## src/rtl/timer_ctrl_params.svh

```systemverilog
// Register indices, field positions and reset values for the timer control block
`ifndef TIMER_CTRL_PARAMS_SVH
`define TIMER_CTRL_PARAMS_SVH
// Register indices; byte address is four times the index
`define IDX_DIR_SELECT 6'h00
`define IDX_COMPARE_FORCE 6'h01
`define IDX_COUNTER 6'h04
`define IDX_COUNTER_LOW 6'h05
`define IDX_SYS_CTRL_ONE 6'h06
`define IDX_TOGGLE_WRAP 6'h07
`define IDX_OC_CTRL_HIGH 6'h08
`define IDX_OC_CTRL_LOW 6'h09
`define IDX_SYS_CTRL_TWO 6'h0D
`define IDX_CHANNEL_FLAGS 6'h0E
`define IDX_WRAP_FLAG 6'h0F
`define IDX_CHANNEL_BASE 6'h10
`define IDX_PRECISION_PRESCALE 6'h2E
// System control one fields
`define BIT_RUN_ENABLE 7
`define BIT_STOP_IN_WAIT 6
`define BIT_STOP_IN_FREEZE 5
`define BIT_FAST_FLAG_CLEAR 4
`define BIT_PRECISION_SELECT 3
// Wrap flag position
`define BIT_WRAP_FLAG 7
// Reset values
`define RST_CTRL8 8'h00
`define RST_COUNTER 16'h0000
`define RST_PRESCALE 8'h00
// Pulse accumulator divider
`define ACC_DIV_LAST 6'h3F
`endif

```

## src/rtl/timer_ctrl_pkg.sv

```systemverilog
// Types shared by the timer control block
package timer_ctrl_pkg;
  typedef logic [15:0] count_t;
  typedef logic [5:0] reg_index_t;
  typedef enum logic [1:0] {
    OC_NONE = 2'b00,
    OC_TOGGLE = 2'b01,
    OC_CLEAR = 2'b10,
    OC_SET = 2'b11
  } oc_action_t;
endpackage

```

## src/rtl/timer_ctrl.sv

```systemverilog
// Timer channel mode, forced compare, main counter and system control with APB slave
//
// The APB register port was chosen for this implementation.
`include "timer_ctrl_params.svh"

module timer_ctrl #(
  parameter int CHANNELS = 6
) (
  input wire logic pclk,
  input wire logic presetn,
  input wire logic psel,
  input wire logic penable,
  input wire logic pwrite,
  input wire logic [7:0] paddr,
  input wire logic [31:0] pwdata,
  output logic [31:0] prdata,
  output logic pready,
  output logic pslverr,
  input wire logic special_mode,
  input wire logic wait_mode,
  input wire logic freeze_mode,
  input wire logic [CHANNELS-1:0] capture_event,
  output logic [CHANNELS-1:0] compare_output_line,
  output logic [CHANNELS-1:0] channel_event_flag,
  output logic counter_wrap_flag,
  output timer_ctrl_pkg::count_t counter_value,
  output logic prescale_tick,
  output logic accumulator_tick
);
  import timer_ctrl_pkg::*;

  // Control and status state
  logic [CHANNELS-1:0] dir_select_reg;
  logic [CHANNELS-1:0] toggle_wrap_reg;
  logic [2*CHANNELS-1:0] oc_ctrl_reg;
  logic run_enable_reg;
  logic stop_in_wait_reg;
  logic stop_in_freeze_reg;
  logic fast_flag_clear_reg;
  logic precision_select_reg;
  logic precision_locked_reg;
  logic [2:0] legacy_prescale_reg;
  logic [7:0] precision_prescale_reg;
  count_t counter_reg;
  count_t channel_value_reg [CHANNELS];
  logic [CHANNELS-1:0] flag_reg;
  logic wrap_flag_reg;
  logic [CHANNELS-1:0] line_reg;
  logic [7:0] presc_cnt_reg;
  logic presc_tick_reg;
  logic [5:0] acc_cnt_reg;
  logic acc_tick_reg;
  logic [31:0] prdata_reg;
  logic pready_reg;
  logic pslverr_reg;

  // Bus decode
  reg_index_t idx;
  logic setup_phase;
  logic access_done;
  logic wr_done;
  logic rd_done;
  logic addr_ok;

  assign idx = paddr[7:2];
  assign setup_phase = psel && !penable;
  assign access_done = psel && penable && pready_reg;
  assign wr_done = access_done && pwrite && addr_ok;
  assign rd_done = access_done && !pwrite && addr_ok;

  function automatic logic is_channel_idx(input reg_index_t i, input int ch);
    is_channel_idx = (i == (`IDX_CHANNEL_BASE + reg_index_t'(2 * ch)));
  endfunction

  function automatic logic is_mapped(input reg_index_t i);
    logic hit;
    hit = 1'b0;
    for (int c = 0; c < CHANNELS; c++) begin
      if (is_channel_idx(i, c)) begin
        hit = 1'b1;
      end
    end
    unique case (i)
      `IDX_DIR_SELECT, `IDX_COMPARE_FORCE, `IDX_COUNTER, `IDX_COUNTER_LOW,
      `IDX_SYS_CTRL_ONE, `IDX_TOGGLE_WRAP, `IDX_OC_CTRL_HIGH, `IDX_OC_CTRL_LOW,
      `IDX_SYS_CTRL_TWO, `IDX_CHANNEL_FLAGS, `IDX_WRAP_FLAG,
      `IDX_PRECISION_PRESCALE: is_mapped = 1'b1;
      default: is_mapped = hit;
    endcase
  endfunction

  function automatic logic oc_apply(input logic cur, input oc_action_t act);
    unique case (act)
      OC_NONE: oc_apply = cur;
      OC_TOGGLE: oc_apply = !cur;
      OC_CLEAR: oc_apply = 1'b0;
      OC_SET: oc_apply = 1'b1;
    endcase
  endfunction

  assign addr_ok = is_mapped(idx) && (paddr[1:0] == 2'b00);

  // Run qualifiers
  logic timer_active;
  logic counter_run;
  logic [7:0] presc_last;
  logic tick_now;
  logic cnt_adv;
  logic wrap_now;
  logic cnt_write;
  count_t cnt_inc;

  assign timer_active = run_enable_reg && !(wait_mode && stop_in_wait_reg);
  assign counter_run = timer_active && !(freeze_mode && stop_in_freeze_reg);
  assign presc_last = precision_select_reg ? precision_prescale_reg :
                      8'((9'h001 << legacy_prescale_reg) - 9'h001);
  assign tick_now = timer_active && (presc_cnt_reg == presc_last);
  assign cnt_adv = tick_now && counter_run;
  assign cnt_inc = counter_reg + 16'h0001;
  assign wrap_now = cnt_adv && (counter_reg == 16'hFFFF);
  assign cnt_write = wr_done && (idx == `IDX_COUNTER) && special_mode;

  // Prescaler; a counter write does not realign it
  always_ff @(posedge pclk or negedge presetn) begin
    if (!presetn) begin
      presc_cnt_reg <= `RST_PRESCALE;
      presc_tick_reg <= 1'b0;
    end else begin
      presc_tick_reg <= tick_now;
      if (!timer_active) begin
        presc_cnt_reg <= presc_cnt_reg;
      end else if (tick_now || presc_cnt_reg > presc_last) begin
        presc_cnt_reg <= `RST_PRESCALE;
      end else begin
        presc_cnt_reg <= presc_cnt_reg + 8'h01;
      end
    end
  end

  // Divide by 64 accumulator clock, only while timer active
  always_ff @(posedge pclk or negedge presetn) begin
    if (!presetn) begin
      acc_cnt_reg <= 6'h00;
      acc_tick_reg <= 1'b0;
    end else begin
      acc_tick_reg <= timer_active && (acc_cnt_reg == `ACC_DIV_LAST);
      if (timer_active) begin
        acc_cnt_reg <= acc_cnt_reg + 6'h01;
      end
    end
  end

  // Main counter
  always_ff @(posedge pclk or negedge presetn) begin
    if (!presetn) begin
      counter_reg <= `RST_COUNTER;
    end else if (cnt_write) begin
      counter_reg <= pwdata[15:0];
    end else if (cnt_adv) begin
      counter_reg <= cnt_inc;
    end
  end

  // Wrap flag; set beats clear
  logic wrap_clr;
  assign wrap_clr = (wr_done && idx == `IDX_WRAP_FLAG && !fast_flag_clear_reg &&
                     pwdata[`BIT_WRAP_FLAG]) ||
                    (fast_flag_clear_reg && access_done && addr_ok &&
                     (idx == `IDX_COUNTER || idx == `IDX_COUNTER_LOW));

  always_ff @(posedge pclk or negedge presetn) begin
    if (!presetn) begin
      wrap_flag_reg <= 1'b0;
    end else begin
      wrap_flag_reg <= wrap_now || (wrap_flag_reg && !wrap_clr);
    end
  end

  // System control one; precision select is writable once
  always_ff @(posedge pclk or negedge presetn) begin
    if (!presetn) begin
      run_enable_reg <= 1'b0;
      stop_in_wait_reg <= 1'b0;
      stop_in_freeze_reg <= 1'b0;
      fast_flag_clear_reg <= 1'b0;
      precision_select_reg <= 1'b0;
      precision_locked_reg <= 1'b0;
    end else if (wr_done && idx == `IDX_SYS_CTRL_ONE) begin
      run_enable_reg <= pwdata[`BIT_RUN_ENABLE];
      stop_in_wait_reg <= pwdata[`BIT_STOP_IN_WAIT];
      stop_in_freeze_reg <= pwdata[`BIT_STOP_IN_FREEZE];
      fast_flag_clear_reg <= pwdata[`BIT_FAST_FLAG_CLEAR];
      precision_locked_reg <= 1'b1;
      if (!precision_locked_reg) begin
        precision_select_reg <= pwdata[`BIT_PRECISION_SELECT];
      end
    end
  end

  // Plain configuration registers
  always_ff @(posedge pclk or negedge presetn) begin
    if (!presetn) begin
      dir_select_reg <= '0;
      toggle_wrap_reg <= '0;
      oc_ctrl_reg <= '0;
      legacy_prescale_reg <= 3'h0;
      precision_prescale_reg <= `RST_PRESCALE;
    end else if (wr_done) begin
      unique case (idx)
        `IDX_DIR_SELECT: dir_select_reg <= pwdata[CHANNELS-1:0];
        `IDX_TOGGLE_WRAP: toggle_wrap_reg <= pwdata[CHANNELS-1:0];
        `IDX_OC_CTRL_LOW: oc_ctrl_reg[7:0] <= pwdata[7:0];
        `IDX_OC_CTRL_HIGH: oc_ctrl_reg[2*CHANNELS-1:8] <= pwdata[2*CHANNELS-9:0];
        `IDX_SYS_CTRL_TWO: legacy_prescale_reg <= pwdata[2:0];
        `IDX_PRECISION_PRESCALE: precision_prescale_reg <= pwdata[7:0];
        default: ;
      endcase
    end
  end

  // Per channel compare, capture, force and flag logic
  logic [CHANNELS-1:0] force_now;
  logic [CHANNELS-1:0] match_hit;

  for (genvar ch = 0; ch < CHANNELS; ch++) begin : g_ch
    logic cap_now;
    logic flag_set;
    logic flag_clr;
    logic val_write;
    oc_action_t act;

    assign act = oc_action_t'(oc_ctrl_reg[2*ch+1:2*ch]);
    assign force_now[ch] = wr_done && idx == `IDX_COMPARE_FORCE && pwdata[ch] &&
                           dir_select_reg[ch];
    assign match_hit[ch] = dir_select_reg[ch] && cnt_adv &&
                           (cnt_inc == channel_value_reg[ch]);
    assign cap_now = !dir_select_reg[ch] && timer_active && capture_event[ch];
    assign val_write = wr_done && is_channel_idx(idx, ch);
    assign flag_set = (match_hit[ch] && !force_now[ch]) || cap_now;
    assign flag_clr = (wr_done && idx == `IDX_CHANNEL_FLAGS && !fast_flag_clear_reg &&
                       pwdata[ch]) ||
                      (fast_flag_clear_reg && access_done && addr_ok &&
                       is_channel_idx(idx, ch) &&
                       (pwrite == dir_select_reg[ch]));

    always_ff @(posedge pclk or negedge presetn) begin
      if (!presetn) begin
        flag_reg[ch] <= 1'b0;
      end else begin
        flag_reg[ch] <= flag_set || (flag_reg[ch] && !flag_clr);
      end
    end

    always_ff @(posedge pclk or negedge presetn) begin
      if (!presetn) begin
        channel_value_reg[ch] <= `RST_COUNTER;
      end else if (cap_now) begin
        channel_value_reg[ch] <= counter_reg;
      end else if (val_write) begin
        channel_value_reg[ch] <= pwdata[15:0];
      end
    end

    always_ff @(posedge pclk or negedge presetn) begin
      if (!presetn) begin
        line_reg[ch] <= 1'b0;
      end else if (wrap_now && toggle_wrap_reg[ch] && dir_select_reg[ch]) begin
        line_reg[ch] <= !line_reg[ch];
      end else if (force_now[ch] || match_hit[ch]) begin
        line_reg[ch] <= oc_apply(line_reg[ch], act);
      end
    end
  end

  // Read mux, unused bits read zero
  function automatic logic [31:0] read_value(input reg_index_t i);
    logic [31:0] v;
    v = 32'h0000_0000;
    unique case (i)
      `IDX_DIR_SELECT: v[CHANNELS-1:0] = dir_select_reg;
      `IDX_COMPARE_FORCE: v = 32'h0000_0000;
      `IDX_COUNTER: v[15:0] = counter_reg;
      `IDX_COUNTER_LOW: v[7:0] = counter_reg[7:0];
      `IDX_SYS_CTRL_ONE: v[7:3] = {run_enable_reg, stop_in_wait_reg, stop_in_freeze_reg,
                                   fast_flag_clear_reg, precision_select_reg};
      `IDX_TOGGLE_WRAP: v[CHANNELS-1:0] = toggle_wrap_reg;
      `IDX_OC_CTRL_LOW: v[7:0] = oc_ctrl_reg[7:0];
      `IDX_OC_CTRL_HIGH: v[2*CHANNELS-9:0] = oc_ctrl_reg[2*CHANNELS-1:8];
      `IDX_SYS_CTRL_TWO: v[2:0] = legacy_prescale_reg;
      `IDX_CHANNEL_FLAGS: v[CHANNELS-1:0] = flag_reg;
      `IDX_WRAP_FLAG: v[`BIT_WRAP_FLAG] = wrap_flag_reg;
      `IDX_PRECISION_PRESCALE: v[7:0] = precision_prescale_reg;
      default: begin
        for (int c = 0; c < CHANNELS; c++) begin
          if (is_channel_idx(i, c)) begin
            v[15:0] = channel_value_reg[c];
          end
        end
      end
    endcase
    return v;
  endfunction

  // APB slave: one wait-free access phase, error on unmapped address
  always_ff @(posedge pclk or negedge presetn) begin
    if (!presetn) begin
      pready_reg <= 1'b0;
      pslverr_reg <= 1'b0;
      prdata_reg <= 32'h0000_0000;
    end else begin
      pready_reg <= setup_phase;
      pslverr_reg <= setup_phase && !addr_ok;
      if (setup_phase && !pwrite && addr_ok) begin
        prdata_reg <= read_value(idx);
      end else if (setup_phase) begin
        prdata_reg <= 32'h0000_0000;
      end
    end
  end

  assign prdata = prdata_reg;
  assign pready = pready_reg;
  assign pslverr = pslverr_reg;
  assign compare_output_line = line_reg;
  assign channel_event_flag = flag_reg;
  assign counter_wrap_flag = wrap_flag_reg;
  assign counter_value = counter_reg;
  assign prescale_tick = presc_tick_reg;
  assign accumulator_tick = acc_tick_reg;
endmodule

```

## config.mk

```make
export PLATFORM = sky130hd
export DESIGN_NAME = timer_ctrl
export DESIGN_NICKNAME = d
export VERILOG_FILES = /design/src/rtl/timer_ctrl_pkg.sv /design/src/rtl/timer_ctrl.sv
export VERILOG_INCLUDE_DIRS = /design/src /design/src/rtl
export SDC_FILE = /design/constraint.sdc
export NUM_CORES = 1
export LEC_CHECK = 0
export BUFFER_PORTS_ARGS = -buffer_cell sky130_fd_sc_hd__clkbuf_2
export CORE_UTILIZATION = 55
export DETAILED_ROUTE_END_ITERATION = 10
export GPL_TIMING_DRIVEN = 0
export MAX_ROUTING_LAYER = met4
export PLACE_DENSITY = 0.78
export SLEW_MARGIN = 15
export SYNTH_ARGS = -nofsm -noshare
export SYNTH_HDL_FRONTEND = slang
export SYNTH_SLANG_ARGS = --single-unit
export TNS_END_PERCENT = 10
```

## constraint.sdc

```tcl
create_clock -name pclk -period 3.01 [get_ports pclk]
set_input_delay 0.4515 -clock pclk [delete_from_list [all_inputs] [get_ports pclk]]
set_output_delay 0.4515 -clock pclk [all_outputs]
set_load 0.03 [all_outputs]
```

# Word-level counts from Yosys, hierarchy flattened
# Cells that the tools add are included.
# Widths: inputs -> output; s select.
# classes
n_bitwise	1
reduce_logical	216
n_mux	55
n_eq_ne	56
n_addsub	4
n_lt_le_gt_ge	1
shifts	1
# op_table
op	n
$mux 16	20
$logic_and 1x1->1	114
$eq 16x16->1	6
$mux 32	2
$eq 6x5->1 const B	6
$logic_not 1->1	31
$eq 6x4->1 const B	5
$logic_or 1x1->1	28
$reduce_bool 2->1	14
$pmux 3 s9	1
$reduce_and 2->1	13
$eq 2x2->1 const B	12
$eq 6x3->1 const B	4
$mux 1	19
$pmux 1 s3	6
$add 16x1->16 const B	1
$eq 16x16->1 const B	1
$mux 8	2
$pmux 2 s8	1
$pmux 8 s2	1
$logic_not 2->1	7
$eq 2x1->1 const B	6
$eq 6x6->1 const B	2
$ne 2x2->1 const B	6
other kinds (20)	26
# totals
out_inout_bits	65
wordCells	373
input_bits	54
reg_bits	216

# Logic depth before layout (Yosys ltp)
# depth
depth_word	17
ltp_mapped	13
mapped_depth_nobuf	12

# Worst setup path before layout
# No wires, ideal clock.
# synth_timing
kind	reg-to-reg
from	reg precision_select_reg
to	reg line_reg[4] (netlist: compare_output_line[4])
slack_ps	-275
arrival_ps	3164
synth_period_minus_slack_ps	3285
required_time_ps	2888
setup_time_ps	122
path_stages_with_launch	13
path_buffers	2
path_cell_list	dfrtp_1 > clkbuf_1 > clkbuf_1 > a21oi_1 > ha_1 > nand4_1 > a2111o_1 > nor2_1 > nand4_1 > or3_1 > or4_4 > mux2i_1 > nand2_1
# synth_between
elab_chain_cells	9
word_cells_on_any_way	14
cone_classes	eq/ne: 2; mux: 2; reduce/logical: 10
# synth_lines
element	line_no	source
start: declaration	timer_ctrl.sv:40	logic precision_select_reg;
start signal: assignment	timer_ctrl.sv:195	precision_select_reg <= pwdata[`BIT_PRECISION_SELECT];
$mux 8 *	timer_ctrl.sv:115	assign presc_last = precision_select_reg ? precision_prescale_reg :
$eq 8x8->1 *	timer_ctrl.sv:117	assign tick_now = timer_active && (presc_cnt_reg == presc_last);
$logic_and 1x1->1 *	timer_ctrl.sv:117	
$logic_and 1x1->1 *	timer_ctrl.sv:118	assign cnt_adv = tick_now && counter_run;
$logic_and 1x1->1 (on tied branches)	timer_ctrl.sv:120, timer_ctrl.sv:235	
$logic_and 1x1->1 (on tied branches)	timer_ctrl.sv:267, timer_ctrl.sv:235	
$logic_and 1x1->1 or $logic_or 1x1->1 (tied branches)	timer_ctrl.sv:267, timer_ctrl.sv:269	
$ne 2x2->1 (no source line) or $reduce_bool 2->1 (tied branches)	-	
$reduce_and 2->1 (no source line)	-	
end signal: indexed assignment	timer_ctrl.sv:268	line_reg[ch] <= !line_reg[ch];
end signal: indexed assignment	timer_ctrl.sv:270	line_reg[ch] <= oc_apply(line_reg[ch], act);
end: declaration	timer_ctrl.sv:48	logic [CHANNELS-1:0] line_reg;
# Mark *: on every way between the ends. The rest lies on a longest branch, timed or not.
# A chain may end at the register's enable or synchronous reset.

# Worst setup path in the final report
# layout_timing
from	reg legacy_prescale_reg[2]
to	reg line_reg[2] (netlist: compare_output_line[2])
# layout_between
elab_chain_cells	11
word_cells_on_any_way	16
cone_classes	add/sub: 1; eq/ne: 2; shift: 1; mux: 2; reduce/logical: 10
# layout_lines
element	line_no	source
start: declaration	timer_ctrl.sv:42	logic [2:0] legacy_prescale_reg;
start signal: assignment	timer_ctrl.sv:214	`IDX_SYS_CTRL_TWO: legacy_prescale_reg <= pwdata[2:0];
$shl 1x3->8 *	timer_ctrl.sv:116	8'((9'h001 << legacy_prescale_reg) - 9'h001);
$sub 8x1->8 *	timer_ctrl.sv:116	
$mux 8 *	timer_ctrl.sv:115	
$eq 8x8->1 *	timer_ctrl.sv:117	
$logic_and 1x1->1 *	timer_ctrl.sv:117	
$logic_and 1x1->1 *	timer_ctrl.sv:118	
$logic_and 1x1->1 (on tied branches)	timer_ctrl.sv:120, timer_ctrl.sv:235	
$logic_and 1x1->1 (on tied branches)	timer_ctrl.sv:267, timer_ctrl.sv:235	
$logic_and 1x1->1 or $logic_or 1x1->1 (tied branches)	timer_ctrl.sv:267, timer_ctrl.sv:269	
$ne 2x2->1 (no source line) or $reduce_bool 2->1 (tied branches)	-	
$reduce_and 2->1 (no source line)	-	
# Marked as above.

==> results.md <==
- Largest family of logic cells by synthesized area: compound AO/OA/AOI/OAI gates
- Worst slew margin: 0.179
- Setup WS pre-CTS: -1.44 ns
- # H-tree levels: 4
- Placed cell areas: 0.0142 mm2
- Core area: between 0.02 and 0.025 mm2
- Most frequent standard cell in the layout excluding fill and tap cells: nor2_1
- Worst setup SP type: flop
- Residual antenna-violating net count after detailed routing: 0
- RSZ-0062 raised after global routing: yes
- RR Endpoint: compare_output_line[2]$_DFFE_PN0P_
- Max Cap Viol: 0
- Fin nets: ~1.7k
- Die area: 0.0248 mm2
- WS Path Type: reg -> reg
- Setup TNS: -3.24 ns
- Failing checks: setup timing
- Syn_area_per_cell: 8.76 um2
- Fmax: ~280 MHz
- Area occupied by multi-input gates: 0.00810 mm2
- Number of flip-flops in the largest register: 96
- DRC viols: 0
- Worst hold path type: in -> reg
- Post-layout min period: 3.56 ns
- Post-Layout Inst Area: 0.0157 mm2
- Worst-Margin Slew: between 1 and 1.5 ns
- Vias in the first global route: 12.6k
- VDD IR max: approximately 0.34 mV
- Vias: approximately 14k
- Clk buf depth: 2
- Total CTS buffers: 17
- Antenna violations before repair: 2
- CP arrival: about 3.9 ns
- First-pass GRT wire length: 81.1 mm
- 1st-iter DRT viols: 1,915
- Hold Startpoint: pwdata[7]
- Buffers on Ports: between 80 and 90
- WHS Endpoint: counter_wrap_flag$_DFF_PN0_
- DR vias/cell: between 6 and 7
- Tcrit/Tclk final: 1.18
- Register area: roughly 0.0050 mm2
- Pwr/cell area: ~360 mW/mm2
- Slowest CP cell: or4_4
- RePlAce Congestion: 1.04
- Placed insts: between 1.5k and 2k
- Fill cells: around 2.0k
- Clock transition at path regs: 0.08 ns
- Worst clock skew: 0.0260 ns
- Pleak: between 7 and 8 nW
- YS warnings: 0
- DPL Wire Length: approximately 42 mm
- Internal reg-to-reg setup slack: -0.55 ns
- CTS Sinks: 200
- Remaining global-route overflow: 0
- Die Y-Extent: 157 um
- Synth Area in Simple Gates: 0.195
- Mapped Cells: roughly 1.5k
- TritonCTS clock tree: yes
- Post-Synth XOR/XNOR Area: 0.0898
- Tot GR Track Use: 0.473
- Adder-Cell Fraction of Synth Area: 0.0119
- Mux cell area share after synthesis: 0.0752
- Worst Path Buf+Inv: 2
- Delay-heaviest family, CP: simple AND/OR/NAND/NOR gates
- Wirelength per Cell: approximately 28 um
- Asr flop ratio synth: 1.00
- Final Power: about 0.0056 W
- Crit path max fanout: 5
- IO Count: ~120
- Initial Util: 0.564
- Sequential share of the synthesized area: 0.377
- Crit path required time: 3.35 ns
- Cells along the critical path: nor4_2 -> a21oi_1 -> ha_1 -> nand4_1 -> buf_4 -> a2111oi_4 -> o2111ai_1 -> or4_4 -> nor4b_4 -> buf_4 -> nor3_2 -> a211o_1
- Cell variety after synth: 83
- Outcome: complete, but fails checks
- Post-Syn Area: 0.0133 mm2
- Pre-antenna DRT Iters: 8
- Final WL: approximately 56 mm
- Share of cells above drive strength 1: 0.207
- Largest net degree at the start of global routing: between 90 and 100
- Final Hold Viols: 0
- Fin. max-slew vios: 0
- Yosys reg bits: 200
- Reg2reg start: legacy_prescale_reg[2]$_DFFE_PN0P_
- Root Buffer: clkbuf_16
- Post-synth EDFFs: 0
- Final WS setup: -0.551 ns
- Fin cells: between 2k and 2.5k
- Clock Latency Late Sink: 0.47 ns
- Commonest cells after routing, fill and taps aside: nor2_1 (215), dfrtp_1 (197), a21oi_1 (192), clkbuf_2 (101), nand2_1 (86)
- # setup viols final: 20
- Area growth syn-to-layout: 17.9%
- Cell repeated most along the worst path: buf_4
- Compound-Gate Fraction of Synth Area: 0.200
- Hold path cells: 4
- Die Wd: 157 um
- Std-Cell Rows: 56
- Synth Flop Type: dfrtp_1
- Worst R2R Path Depth: 12
- CP Capture Type: flop
- Max incr delay on CP: 0.56 ns
[metrics by stage]
| stage | hold WS, ns | util |
|---|---|---|
| 5_1_grt | 0.409 | 0.665 |
| 6_report | 0.374 | 0.665 |
| 4_1_cts | 0.374 | 0.652 |
| 2_1_floorplan | 0.156 | - |
| 3_5_place_dp | 0.326 | 0.605 |
| 3_3_place_gp | 0.445 | 0.602 |
[cell type report]
class                           instances  area share
Tap cell                              319      0.0255
Clock buffer                           18      0.0274
Sequential cell                       200       0.320
Clock inverter                         14     0.00879
Multi-Input combinational cell       1173       0.517
Timing Repair Buffer                  129      0.0541
Inverter                               23     0.00551
Antenna cell                            2    0.000320
Buffer                                133      0.0411
[cells by family (layout without fill, tap and decap cells)]
logic type,after synthesis,count (layout)
xor gates and xnor gates,121,121
buffers and inverters,157,317
AOI/OAI and AO/OA,409,409
and+or+nand+nor,519,519
other,1,18
muxes,95,95
DFF,200,200
adders and majority gates,13,13
[repair_timing]
item	CTS	global route
buffers inserted	28	14
pin swaps	24	24
gates cloned	1	0
gates resized for setup	60	61
hold buffers	1	0
hold endpoints to repair	13	0
setup endpoints to repair	156	120
[synthesized netlist by cell type, types with 4 or more instances]
master | count | share of area
or3_1 | 7 | 0.0033
xor2_1 | 46 | 0.030
nand3_1 | 38 | 0.014
nand3b_1 | 13 | 0.0073
mux2_2 | 38 | 0.032
a31oi_1 | 6 | 0.0028
o21ai_1 | 4 | 0.0015
a211o_1 | 6 | 0.0040
and2_1 | 4 | 0.0019
xnor2_1 | 64 | 0.042
nor2_1 | 223 | 0.063
ha_1 | 11 | 0.010
xnor3_1 | 8 | 0.014
o311ai_0 | 4 | 0.0026
nor2b_1 | 12 | 0.0057
and3_1 | 8 | 0.0038
o32ai_1 | 5 | 0.0033
nor4_1 | 12 | 0.0057
o31ai_1 | 8 | 0.0045
nand2b_1 | 15 | 0.0071
buf_4 | 17 | 0.0096
dfrtp_1 | 200 | 0.38
a222oi_1 | 10 | 0.0075
a22oi_1 | 40 | 0.023
buf_2 | 15 | 0.0057
and4_1 | 8 | 0.0053
buf_1 | 10 | 0.0028
a22o_1 | 22 | 0.015
or2_2 | 10 | 0.0047
o21ai_0 | 31 | 0.012
nor3_1 | 30 | 0.011
nand4_1 | 26 | 0.012
inv_1 | 20 | 0.0057
a211oi_1 | 5 | 0.0028
clkbuf_1 | 91 | 0.026
o211ai_1 | 14 | 0.0079
a21oi_1 | 196 | 0.074
nand2_1 | 88 | 0.025
mux2i_1 | 57 | 0.043
o2111ai_1 | 4 | 0.0026
a221oi_1 | 20 | 0.013
[tightest hold or removal path, delay by kind of cell]
family | cells | cell delay [ns]
buffers and inverters | 1 | 0.09
AND/OR/NAND/NOR | 2 | 0.10
AO/OA/AOI/OAI | 1 | 0.14
[worst max-delay path by stage]
stage	from	slack [ns]	cells past startpoint	to
2_1_floorplan	precision_select_reg$_DFFE_PN0P_	-0.12	12	compare_output_line[2]$_DFFE_PN0P_
3_3_place_gp	presetn	-2.47	1	dir_select_reg[3]$_DFFE_PN0P_
3_5_place_dp	paddr[2]	-1.44	8	channel_value_reg[95]$_DFFE_PN0P_
4_1_cts	precision_select_reg$_DFFE_PN0P_	-0.32	14	compare_output_line[2]$_DFFE_PN0P_
5_1_grt	legacy_prescale_reg[2]$_DFFE_PN0P_	-0.61	12	compare_output_line[2]$_DFFE_PN0P_
6_report	legacy_prescale_reg[2]$_DFFE_PN0P_	-0.55	12	compare_output_line[2]$_DFFE_PN0P_
[metal layers]
metal | global-route usage | routed length, um
met5 | - | 0
met3 | 0.141 | 8050
met2 | 0.655 | 23400
met1 | 0.636 | 22100
met4 | 0.199 | 2770
[power breakdown]
| group | internal (W) | switching [W] | leakage, nW | total, W |
|---|---|---|---|---|
| sequential | 0.00272 | 0.0000560 | 2.73 | 0.00277 |
| clock | 0.00110 | 0.00125 | 0.273 | 0.00235 |
| combinational | 0.000138 | 0.000304 | 4.26 | 0.000441 |
No activity file was read; power rests on OpenSTA's default activity.
